`src/rtl/blm_regs.svh`:
```
// Purpose: register offsets, field positions, reset values and timing counts
// Assumes: 100 MHz core clock, 8-bit register port
// Notes: included by both ends; the package does not include it
//
// Summary of operation
// - low nibble forces each output full duty
// - 11-bit temperature split upper/lower registers
// - upper read latches low bits; read upper first
// - host store sequence: power, shadow, arm, store
// - store after arm copies shadow to memory
// - host load sequence; device restores shadow
// - shadow writes act at once, volatile
// - start-up auto-loads memory into shadow
// - host avoids memory control unless bench
`ifndef BLM_REGS_SVH
`define BLM_REGS_SVH

// ----------------------------------------------------------------------
// register offsets
// ----------------------------------------------------------------------
`define BLM_ADDR_POWER 8'h01
`define BLM_ADDR_IDENT 8'h03
`define BLM_ADDR_FORCE 8'h04
`define BLM_ADDR_HEAT_UP 8'h05
`define BLM_ADDR_HEAT_LO 8'h06
`define BLM_ADDR_NVM_CTL 8'h72
`define BLM_ADDR_SHADOW0 8'hA0
`define BLM_ADDR_SHADOW7 8'hA7

// ----------------------------------------------------------------------
// field positions and values
// ----------------------------------------------------------------------
`define BLM_CTL_IDLE_BIT 7
`define BLM_CTL_ARM_BIT 2
`define BLM_CTL_STORE_BIT 1
`define BLM_CTL_LOAD_BIT 0
`define BLM_RST_FORCE 4'h0
`define BLM_RST_HEAT_LO 3'h0
`define BLM_POWER_ON_VAL 8'h05
`define BLM_CTL_ARM_VAL 8'h04
`define BLM_CTL_STORE_VAL 8'h02
`define BLM_CTL_LOAD_VAL 8'h01
`define BLM_CTL_CLEAR_VAL 8'h00

// ----------------------------------------------------------------------
// timing
// ----------------------------------------------------------------------
`define BLM_CLK_NS 10
`define BLM_NVM_WAIT_MS 200
`define BLM_NVM_WAIT_CYC ((`BLM_NVM_WAIT_MS * 1000000) / `BLM_CLK_NS)
`define BLM_NVM_OP_CYC 1000

`endif

```
`src/rtl/blm_pkg.sv`:
```
// Purpose: shared types of the backlight register block
// Assumes: constants come from blm_regs.svh
// Notes: types only
package blm_pkg;
  // host command set
  typedef enum logic [2:0] {OP_WRITE, OP_READ, OP_STORE, OP_LOAD, OP_TEMP} blm_op_e;
  // one step of a host sequence
  typedef struct packed {
    logic last;
    logic delay;
    logic we;
    logic [7:0] addr;
    logic [7:0] data;
  } blm_step_s;
endpackage

```
`src/rtl/blm_if.sv`:
```
// Purpose: register port between host and device
// Assumes: one clock, request is a one-cycle pulse
// Notes: ack comes one cycle after req
`timescale 1ns/1ns
interface blm_if;
  logic req;
  logic we;
  logic [7:0] addr;
  logic [7:0] wdata;
  logic ack;
  logic [7:0] rdata;
  modport dev (input req, input we, input addr, input wdata, output ack, output rdata);
  modport host (output req, output we, output addr, output wdata, input ack, input rdata);
endinterface

```
`src/rtl/blm_device.sv`:
```
// Purpose: device end: identity, force, temperature, shadow and memory control
// Assumes: bus requests spaced by their ack; dieTemp synchronous
// Notes: memory image survives arst_n, it only loses data at power-off
`timescale 1ns/1ns
`include "blm_regs.svh"
module blm_device
  import blm_pkg::*;
#(
  parameter logic PANEL_CODE = 1'h0,        // arbitrary value
  parameter logic [3:0] MAKER_CODE = 4'h5,  // arbitrary value
  parameter logic [2:0] VERSION_CODE = 3'h1, // arbitrary value
  parameter int OP_CYCLES = `BLM_NVM_OP_CYC,
  parameter logic [63:0] NVM_INIT = 64'h0
)
(
  input wire logic core_clk, // device clock
  input wire logic arst_n, // power-on reset
  blm_if.dev bus, // register port
  input wire logic [10:0] dieTemp, // live temperature reading
  output logic [3:0] forceFull, // per output full duty
  output logic [63:0] shadowCfg, // live configuration bytes
  output logic nvmBusy // store or load in progress
);

  typedef enum {S_IDLE, S_STORE, S_LOAD} blm_dev_state_e;

  blm_dev_state_e state_r;
  logic [31:0] opCnt_r;
  logic ack_r;
  logic [7:0] rdata_r;
  logic [3:0] force_r;
  logic [2:0] heatLow_r;
  logic arm_r;
  logic store_r;
  logic load_r;
  logic [7:0] shadow_r [8];
  logic [63:0] nvmMem_r = NVM_INIT;
  logic wrStb;
  logic rdStb;
  logic ctlWr;
  logic startStore;
  logic startLoad;
  logic opDone;
  logic loadDone;
  logic storeDone;
  logic [63:0] shadowFlat;

  // ----------------------------------------------------------------------
  // decode
  // ----------------------------------------------------------------------
  // shadow window test used by both read and write paths
  function automatic logic inShadow(input logic [7:0] a);
    inShadow = (a >= `BLM_ADDR_SHADOW0) && (a <= `BLM_ADDR_SHADOW7);
  endfunction

  assign wrStb = bus.req && bus.we;
  assign rdStb = bus.req && !bus.we;
  assign ctlWr = wrStb && (bus.addr == `BLM_ADDR_NVM_CTL);
  // arm must already stand before the store or load bit is written
  assign startStore = ctlWr && bus.wdata[`BLM_CTL_STORE_BIT] && arm_r
    && (state_r == S_IDLE);
  assign startLoad = ctlWr && bus.wdata[`BLM_CTL_LOAD_BIT] && arm_r
    && (state_r == S_IDLE) && !startStore;
  assign opDone = (state_r != S_IDLE) && (opCnt_r == 32'(OP_CYCLES - 1));
  assign loadDone = opDone && (state_r == S_LOAD);
  assign storeDone = opDone && (state_r == S_STORE);

  // ----------------------------------------------------------------------
  // read mux
  // ----------------------------------------------------------------------
  // unmapped offsets, including the power register, read as zero
  function automatic logic [7:0] readMux(input logic [7:0] a);
    logic [7:0] v;
    v = 8'h00;
    if (inShadow(a))
    begin
      v = shadow_r[a[2:0]];
    end
    else
    begin
      case (a)
        `BLM_ADDR_IDENT: v = {PANEL_CODE, MAKER_CODE, VERSION_CODE};
        `BLM_ADDR_FORCE: v = {4'h0, force_r};
        `BLM_ADDR_HEAT_UP: v = dieTemp[10:3];
        `BLM_ADDR_HEAT_LO: v = {heatLow_r, 5'h00};
        `BLM_ADDR_NVM_CTL: v = {(state_r == S_IDLE), 4'h0, arm_r, store_r, load_r};
        default: v = 8'h00;
      endcase
    end
    readMux = v;
  endfunction

  // ----------------------------------------------------------------------
  // bus answer
  // ----------------------------------------------------------------------
  // answer registered one cycle after every request, writes read back zero
  always_ff @(posedge core_clk or negedge arst_n)
  begin
    if (!arst_n)
    begin
      ack_r <= 1'b0;
      rdata_r <= 8'h00;
    end
    else
    begin
      ack_r <= bus.req;
      if (rdStb)
      begin
        rdata_r <= readMux(bus.addr);
      end
      else if (bus.req)
      begin
        rdata_r <= 8'h00;
      end
    end
  end

  assign bus.ack = ack_r;
  assign bus.rdata = rdata_r;

  // ----------------------------------------------------------------------
  // force register
  // ----------------------------------------------------------------------
  // upper nibble is not stored and reads zero
  always_ff @(posedge core_clk or negedge arst_n)
  begin
    if (!arst_n)
    begin
      force_r <= `BLM_RST_FORCE;
    end
    else if (wrStb && (bus.addr == `BLM_ADDR_FORCE))
    begin
      force_r <= bus.wdata[3:0];
    end
  end

  assign forceFull = force_r;

  // ----------------------------------------------------------------------
  // temperature latch
  // ----------------------------------------------------------------------
  // low bits frozen at the upper read so the pair matches
  always_ff @(posedge core_clk or negedge arst_n)
  begin
    if (!arst_n)
    begin
      heatLow_r <= `BLM_RST_HEAT_LO;
    end
    else if (rdStb && (bus.addr == `BLM_ADDR_HEAT_UP))
    begin
      heatLow_r <= dieTemp[2:0];
    end
  end

  // ----------------------------------------------------------------------
  // memory control bits
  // ----------------------------------------------------------------------
  // plain storage; the sequencer only looks at them on a write
  always_ff @(posedge core_clk or negedge arst_n)
  begin
    if (!arst_n)
    begin
      arm_r <= 1'b0;
      store_r <= 1'b0;
      load_r <= 1'b0;
    end
    else if (ctlWr)
    begin
      arm_r <= bus.wdata[`BLM_CTL_ARM_BIT];
      store_r <= bus.wdata[`BLM_CTL_STORE_BIT];
      load_r <= bus.wdata[`BLM_CTL_LOAD_BIT];
    end
  end

  // ----------------------------------------------------------------------
  // sequencer
  // ----------------------------------------------------------------------
  // leaves reset in a load so the stored image comes back unasked
  always_ff @(posedge core_clk or negedge arst_n)
  begin
    if (!arst_n)
    begin
      state_r <= S_LOAD;
      opCnt_r <= 32'h0;
    end
    else
    begin
      case (state_r)
        S_IDLE:
        begin
          opCnt_r <= 32'h0;
          if (startStore)
          begin
            state_r <= S_STORE;
          end
          else if (startLoad)
          begin
            state_r <= S_LOAD;
          end
        end
        S_STORE, S_LOAD:
        begin
          if (opDone)
          begin
            state_r <= S_IDLE;
            opCnt_r <= 32'h0;
          end
          else
          begin
            opCnt_r <= opCnt_r + 32'h1;
          end
        end
        default:
        begin
          state_r <= S_IDLE;
          opCnt_r <= 32'h0;
        end
      endcase
    end
  end

  assign nvmBusy = (state_r != S_IDLE);

  // ----------------------------------------------------------------------
  // shadow bytes
  // ----------------------------------------------------------------------
  // a finishing load wins over a host write landing in the same cycle
  genvar gi;
  generate
    for (gi = 0; gi < 8; gi++)
    begin : g_shadow
      always_ff @(posedge core_clk or negedge arst_n)
      begin
        if (!arst_n)
        begin
          shadow_r[gi] <= 8'h00;
        end
        else if (loadDone)
        begin
          shadow_r[gi] <= nvmMem_r[gi*8 +: 8];
        end
        else if (wrStb && inShadow(bus.addr) && (bus.addr[2:0] == 3'(gi)))
        begin
          shadow_r[gi] <= bus.wdata;
        end
      end
      assign shadowFlat[gi*8 +: 8] = shadow_r[gi];
    end
  endgenerate

  // effective at once, no store step in the path
  assign shadowCfg = shadowFlat;

  // ----------------------------------------------------------------------
  // non-volatile image
  // ----------------------------------------------------------------------
  // not on arst_n: a power-on reset must not wipe stored data
  always_ff @(posedge core_clk)
  begin
    if (storeDone)
    begin
      nvmMem_r <= shadowFlat;
    end
  end

endmodule // blm_device

```
`src/flat_wrapper.sv`:
```
// flat-port wrapper written by rule: the top's interface ports become plain ports
module blm_device_flat import blm_pkg::*;
#(
  parameter logic PANEL_CODE = 1'h0,                          
  parameter logic [3:0] MAKER_CODE = 4'h5,                    
  parameter logic [2:0] VERSION_CODE = 3'h1,                   
  parameter int OP_CYCLES = `BLM_NVM_OP_CYC,
  parameter logic [63:0] NVM_INIT = 64'h0
)
  (core_clk, arst_n, dieTemp, forceFull, shadowCfg, nvmBusy, bus_req, bus_we, bus_addr, bus_wdata, bus_ack, bus_rdata);
  blm_if bus_i ();
  input wire logic core_clk;
  input wire logic arst_n;
  input wire logic [10:0] dieTemp;
  output logic [3:0] forceFull;
  output logic [63:0] shadowCfg;
  output logic nvmBusy;
  input wire logic [$bits(bus_i.req)-1:0] bus_req;
  input wire logic [$bits(bus_i.we)-1:0] bus_we;
  input wire logic [$bits(bus_i.addr)-1:0] bus_addr;
  input wire logic [$bits(bus_i.wdata)-1:0] bus_wdata;
  output wire logic [$bits(bus_i.ack)-1:0] bus_ack;
  output wire logic [$bits(bus_i.rdata)-1:0] bus_rdata;
  assign bus_i.req = bus_req;
  assign bus_i.we = bus_we;
  assign bus_i.addr = bus_addr;
  assign bus_i.wdata = bus_wdata;
  assign bus_ack = bus_i.ack;
  assign bus_rdata = bus_i.rdata;
  blm_device #(.PANEL_CODE(PANEL_CODE), .MAKER_CODE(MAKER_CODE), .VERSION_CODE(VERSION_CODE), .OP_CYCLES(OP_CYCLES), .NVM_INIT(NVM_INIT)) u_core (.core_clk(core_clk), .arst_n(arst_n), .bus(bus_i), .dieTemp(dieTemp), .forceFull(forceFull), .shadowCfg(shadowCfg), .nvmBusy(nvmBusy));
endmodule
```
`config.mk`:
```
export PLATFORM = sky130hd
export DESIGN_NAME = blm_device_flat
export DESIGN_NICKNAME = d
export VERILOG_FILES = /design/src/rtl/blm_pkg.sv /design/src/rtl/blm_if.sv /design/src/rtl/blm_device.sv /design/src/flat_wrapper.sv
export VERILOG_INCLUDE_DIRS = /design/src /design/src/rtl
export SDC_FILE = /design/constraint.sdc
export NUM_CORES = 1
export LEC_CHECK = 0
export ABC_AREA = 1
export BUFFER_PORTS_ARGS = -buffer_cell sky130_fd_sc_hd__buf_2
export CORE_MARGIN = 5
export CORE_UTILIZATION = 30
export CTS_CLUSTER_DIAMETER = 30
export DETAILED_ROUTE_END_ITERATION = 8
export PLACE_DENSITY = 0.5
export SYNTH_ARGS = -nofsm -noshare
export SYNTH_HDL_FRONTEND = slang
export SYNTH_SLANG_ARGS = --single-unit
```
`constraint.sdc`:
```
create_clock -name core_clk -period 7.6 [get_ports core_clk]
set_input_delay 1.52 -clock core_clk [delete_from_list [all_inputs] [get_ports core_clk]]
set_output_delay 1.52 -clock core_clk [all_outputs]
set_load 0.01 [all_outputs]
```
# Yosys cells after proc, flatten, opt, wreduce, memory -nomap -nowiden
# Index checks and enable logic that the tools add are counted.
[word_totals]
reg_bits = 211
input_bits = 31
latchBits = 0
memories = 0
rom_bits = 0
output_inout_bits = 78
ramBits = 0
[classes]
n_eq_ne = 19
order_cmp = 3
bitwise = 1
shift = 0
reduce_logical = 42
multipliers = 0
addsub = 1
muxes = 29
div = 0
[op_table]
columns = ["operator", "count"]
rows = [
  ["8-bit 2-to-1 mux", 21],
  ["32-bit 2-to-1 mux", 5],
  ["32-bit by 2-bit equality test with 1-bit output, second input constant", 2],
  ["32-bit logical NOT", 2],
  ["32-bit case mux with 2 select lines", 1],
  ["8-bit case mux with 5 select lines", 1],
  ["32-bit by 1-bit adder with 32-bit output, second input constant", 1],
  ["32-bit by 1-bit equality test with 1-bit output, second input constant", 1],
  ["32-bit by 10-bit equality test with 1-bit output, second input constant", 1],
  ["32-bit by 3-bit equality test with 1-bit output, second input constant", 1],
  ["32-bit nonzero test", 1],
  ["1-bit logical AND", 25],
  ["8-bit binary-select mux with 3-bit select", 1],
  ["8-bit by 3-bit equality test with 1-bit output, second input constant", 3],
  ["2-bit nonzero test", 9],
  ["3-bit equality test, second input constant", 4],
  ["8-bit by 2-bit equality test with 1-bit output, second input constant", 1],
  ["8-bit by 7-bit equality test with 1-bit output, second input constant", 1],
  ["8-bit >= comparator, second input constant", 1],
  ["8-bit less-or-equal comparator, second input constant", 1],
  ["3-bit by 2-bit equality test with 1-bit output, second input constant", 2],
  ["4-bit >= comparator, second input constant", 1],
  ["3-bit NOT with 4-bit output", 1],
  ["3-bit by 1-bit equality test with 1-bit output, second input constant", 1],
  ["6 further kinds", 7],
]

# Depth between registers and ports, before layout
[logic_depth]
ltp_word = 10
mapped_depth = 15
ltp_nobuf = 13

# Worst setup path after synthesis
# Ideal clock, no wire load.
[synth_timing]
kind = "flip-flop to flip-flop"
from = "register u_core.state_r[1]"
to = "register u_core.nvmMem_r[0] (enable)"
path_buffers = 0
t_required_ps = 7114
path_stages_with_launch = 10
t_arrival_ps = 4025
setup_slack_ps = 3089
period_less_slack_ps = 4511
cell_sequence = "dfstp_2 > inv_1 > ha_1 > inv_2 > nand2_1 > nor2_1 > nand2_1 > nor2_1 > nand2_2 > nor2_1"
[synth_via]
elab_chain_len = 3
word_cells_on_any_way = 4
cone_classes = "1 x eq/ne; 3 x reduce/logical"
[synth_lines]
columns = ["element", "line", "text"]
rows = [
  ["start: declaration", "blm_device.sv:27", "blm_dev_state_e state_r;"],
  ["start signal: assignment", "blm_device.sv:183", "state_r <= S_LOAD;"],
  ["start signal: assignment", "blm_device.sv:194", "state_r <= S_STORE;"],
  ["start signal: assignment", "blm_device.sv:198", "state_r <= S_LOAD;"],
  ["32-bit nonzero test", "-", ""],
  ["via nvmBusy", "flat_wrapper.sv:17", "output logic nvmBusy;"],
  ["1-bit logical AND", "blm_device.sv:64", "assign opDone = (state_r != S_IDLE) && (opCnt_r == 32'(OP_CYCLES - 1));"],
  ["1-bit logical AND", "blm_device.sv:66", "assign storeDone = opDone && (state_r == S_STORE);"],
  ["via u_core.storeDone", "blm_device.sv:45", "logic storeDone;"],
  ["end signal: assignment", "blm_device.sv:262", "nvmMem_r <= shadowFlat;"],
  ["end: declaration", "blm_device.sv:37", "logic [63:0] nvmMem_r = NVM_INIT;"],
]
# The timed path passes the listed nets, and every way through them passes these cells.
# A chain may end at the register's enable or synchronous reset.

# Final worst setup path
[layout_timing]
from = "input bus_addr[4]"
to = "register u_core.shadow_r (netlist bit u_core.shadowCfg[57])"
[layout_via]
elab_chain_len = 5
word_cells_on_any_way = 6
cone_classes = "2 x order compare; 4 x reduce/logical"
[layout_lines]
columns = ["element", "line", "text"]
rows = [
  ["start: declaration", "flat_wrapper.sv:20", "input wire logic [$bits(bus_i.addr)-1:0] bus_addr;"],
  ["8-bit >= comparator (no line) or 8-bit less-or-equal comparator (tied branches)", "-", ""],
  ["1-bit logical AND (*)", "blm_device.sv:53", "inShadow = (a >= `BLM_ADDR_SHADOW0) && (a <= `BLM_ADDR_SHADOW7);"],
  ["1-bit logical AND (*) (2 in series)", "blm_device.sv:242", "else if (wrStb && inShadow(bus.addr) && (bus.addr[2:0] == 3'(gi)))"],
  ["2-bit nonzero test (no line) (*)", "-", ""],
  ["end signal: indexed assignment", "blm_device.sv:240", "shadow_r[gi] <= nvmMem_r[gi*8 +: 8];"],
  ["end signal: indexed assignment", "blm_device.sv:244", "shadow_r[gi] <= bus.wdata;"],
  ["end: declaration", "blm_device.sv:36", "logic [7:0] shadow_r [8];"],
]
# Every way passes the cells marked *; elsewhere a longest branch is shown, timed or not.

==> flow_metrics.py <==
metrics = {
    "outcome": {
        "status": "finished, final reports clean",
    },
    "power": {
        "pwr-share-comb_pct": 5.3,
        "p_per_area_nw_per_um2": 185.5,
        "leakage_nw": 4.731,
        "p_int_w": 0.001522,
        "pwr-share-clk_pct": 43.7,
        "irDropWorstVdd_mv": 0.1255,
        "sequentialPowerShare_pct": 51.0,
        "switching_power_w": 0.0005017,
        "p_sw_share_pct": 24.79,
    },
    "cells_and_area": {
        "instances_no_fill": 1642,
        "syn2layout_area_growth_pct": 14.18,
        "ff_latch_area_um2": 4851,
        "multi_input_area_um2": 3799,
        "drive_gt1_share_pct": 17.11,
        "fillers": 3319,
        "final_nets": 1261,
    },
    "sta": {
        "finalSetupViolCount": 0,
        "rsz0062_at_grt": "no",
        "tightest_slew_ns": 1.113,
        "fin_setup_tns_ns": 0,
        "skew_ns": 0.007149,
        "min_period_over_period_pct": 47.02,
        "finalHoldViolCount": 0,
        "max_freq_ghz": 0.2798,
        "slew_violations": 0,
        "slew_headroom_pct": 25.81,
        "fin_crit_ns": 3.574,
    },
    "drt": {
        "wl_per_cell_um": 18.23,
        "drc_errors": 0,
        "drtIter0Drc": 681,
        "drtAntennaViolNets": 0,
        "routed-via-count": 7947,
        "first_pass_iters": 6,
        "vias_per_cell": 4.840,
        "routed_wirelength_um": 29940,
    },
    "placed_design": {
        "portBuffers": 108,
        "gp_congestion": 0.8630,
        "dp_cells": 1609,
        "hpwl_um": 20280,
    },
    "global_route": {
        "grt.overflow.total": 0,
        "grt_pass1_wl_um": 46600,
        "grt_max_degree": 121,
        "antenna_found_initial": 0,
        "grt_use_total_pct": 16.88,
        "grt_pass1_vias": 7684,
    },
    "logic_synthesis": {
        "synth_top_cell_area_share_pct": 30.37,
        "synthDistinctLibCells": 39,
        "synth_area_um2": 9557,
        "synth_area_leaders": "dfrtp_1 (30%), edfxtp_1 (20%), nand2_1 (11%)",
        "synth.yosys.warnings": 0,
        "async_flop_share_pct": 64.64,
        "synth_nets": 1176,
        "synthCells": 1141,
        "syn_avg_cell_area_um2": 8.376,
        "ys_seq_elements": 181,
        "synth_ff_type": "dfrtp_1",
        "synth_edf_count": 64,
        "ys_seq_area_share_pct": 50.76,
        "synth_area_leader_cell": "dfrtp_1",
    },
    "worst_hold_path": {
        "hold_class": "register to register",
        "hold_path_depth": 1,
    },
    "floorplan": {
        "dieArea_um2": 35520,
        "initial_core_util_pct": 30.36,
        "die_w_um": 188.5,
        "io-pin-count": 109,
        "core_um2": 31470,
        "rows": 65,
        "die_h_um": 188.5,
    },
    "setup_path": {
        "required_ns": 7.94,
        "start_kind": "input port",
        "crit_path_max_fanout": 20,
        "crit_chain": "buf_2, nand3b_1, nor2_2, nand4_1, o21ai_0, nand2_1, nand2_1, inv_1",
        "crit_type": "input port to register",
        "slowest_delay_ns": 0.77,
        "worst_ep_arrival_time_ns": 3.91,
        "path_common_cell": "nand2_1",
        "crit_slowest_cell": "nand4_1",
        "end_kind": "register",
        "r2r_cells": 10,
    },
    "cts": {
        "tritoncts": "built",
        "insertion_delay_ns": 0.44,
        "htreeDepth": 4,
        "cts_resized": 0,
        "ctsHoldBuffers": 0,
        "ctsLongestPathBuffers": 2,
        "clock-sinks": 181,
        "post-cts-setup-buffers": 0,
        "numCtsBuffers": 17,
        "ctsRootBufferMaster": "clkbuf_16",
        "clk_pin_slew_worst_paths_ns": 0.07,
    },
    "job": {
        "maxCapViolCount": 0,
    },
}
==> worst paths after layout <==
check	start	end	slack, ns
setup reg to reg	u_core.state_r[1]	u_core.nvmMem_r[26]	4.71
hold reg to reg	u_core.opCnt_r[0]	u_core.opCnt_r[0]	0.47
setup / recovery	bus_addr[4]	u_core.shadowCfg[57]	4.03
min in group asynchronous	arst_n	u_core.opCnt_r[20]	1.18
max in group asynchronous	arst_n	u_core.shadowCfg[19]	5.05
hold / removal	u_core.opCnt_r[0]	u_core.opCnt_r[0]	0.47
==> cells in the mapped netlist (3+ instances only) <==
cell      count
nand2_1     288
inv_1       149
dfrtp_1     116
nand3_1     116
nor2_1      103
edfxtp_1     64
o21ai_0      55
nand3_2      43
nand4_1      33
nor3_1       25
buf_2        24
a21oi_1      20
nand3b_1     17
clkbuf_1     10
xor2_1       10
a22oi_1       9
o21ai_1       8
buf_6         6
buf_12        5
xnor2_1       5
ha_1          4
inv_2         4
nor2_2        4
buf_4         3
nand2_2       3
==> registers in the layout, summed over array words and instances (netlist names) <==
signal,cells
u_core.forceFull,4
u_core.state_r,2
u_core.bus.rdata,8
u_core.bus.ack,1
u_core.shadowCfg,64
u_core.heatLow_r,3
u_core.opCnt_r,32
u_core.nvmMem_r,64
u_core.store_r,1
u_core.load_r,1
u_core.arm_r,1
==> power by group through the flow <==
stage	registers, W	logic (W)	clock network, W
floorplan	0.00105	0.0000398	0
global placement	0.00105	0.000109	0
detailed placement	0.00105	0.000109	0
CTS	0.00103	0.000109	0.000907
global route	0.00103	0.000119	0.000945
finish	0.00103	0.000107	0.000885
==> layer usage <==
metal | wire, um | part of all wire (%) | GRT usage, %
met2 | 13730 | 46 | 26.26
met4 | 333 | 1.1 | 4.092
met5 | 0 | 0 | 0
met3 | 1725 | 5.8 | 3.186
met1 | 14150 | 47 | 24.41
==> metrics by stage <==
step           setup WS (ns)  hold slack [ns]  utilization [%]  cell area (um2)  power, W
2_1_floorplan          3.089           0.4329                -             9557  0.001093
3_3_place_gp           3.688           0.4513            32.82            10330  0.001161
3_5_place_dp           3.597           0.4566            32.82            10330  0.001161
4_1_cts                4.073           0.4694            34.66            10910  0.002049
5_1_grt                3.780           0.4850            34.66            10910  0.002098
6_report               4.026           0.4666            34.67            10910  0.002024
==> worst max-delay path: cells and delay by family <==
kind | cells | cell delay (ns)
AO/OA/AOI/OAI | 1 | 0.42
buffers and inverters | 2 | 0.17
AND/OR/NAND/NOR | 5 | 1.78
==> area by class of cell <==
cell class / instances / area share, %
Inverter: 155 / 5.343
Multi-Input combinational cell: 756 / 34.81
Timing Repair Buffer: 115 / 5.458
Antenna cell: 1 / 0.02293
Clock buffer: 19 / 4.151
Sequential cell: 181 / 44.46
Tap cell: 402 / 4.610
Clock inverter: 13 / 1.147
==> cells in the final DEF (no fill, tap or decap), types with 20 or more instances in the layout <==
| cell | count |
|---|---|
| a21oi_1 | 20 |
| buf_2 | 107 |
| dfrtp_1 | 116 |
| edfxtp_1 | 64 |
| inv_1 | 149 |
| nand2_1 | 288 |
| nand3_1 | 116 |
| nand3_2 | 42 |
| nand4_1 | 33 |
| nor2_1 | 102 |
| nor3_1 | 25 |
| o21ai_0 | 55 |
==> cell families after synthesis <==
kind of cell             share of synthesized area, %
flip-flops                                      50.76
adder cells (fa/ha/maj)                        0.5237
XOR/XNOR                                        1.375
buffers and inverters                           9.780
AO/OA/AOI/OAI                                   5.460
AND/OR/NAND/NOR                                 31.98
multiplexers                                   0.1178
(Power assumes the default switching activity.)
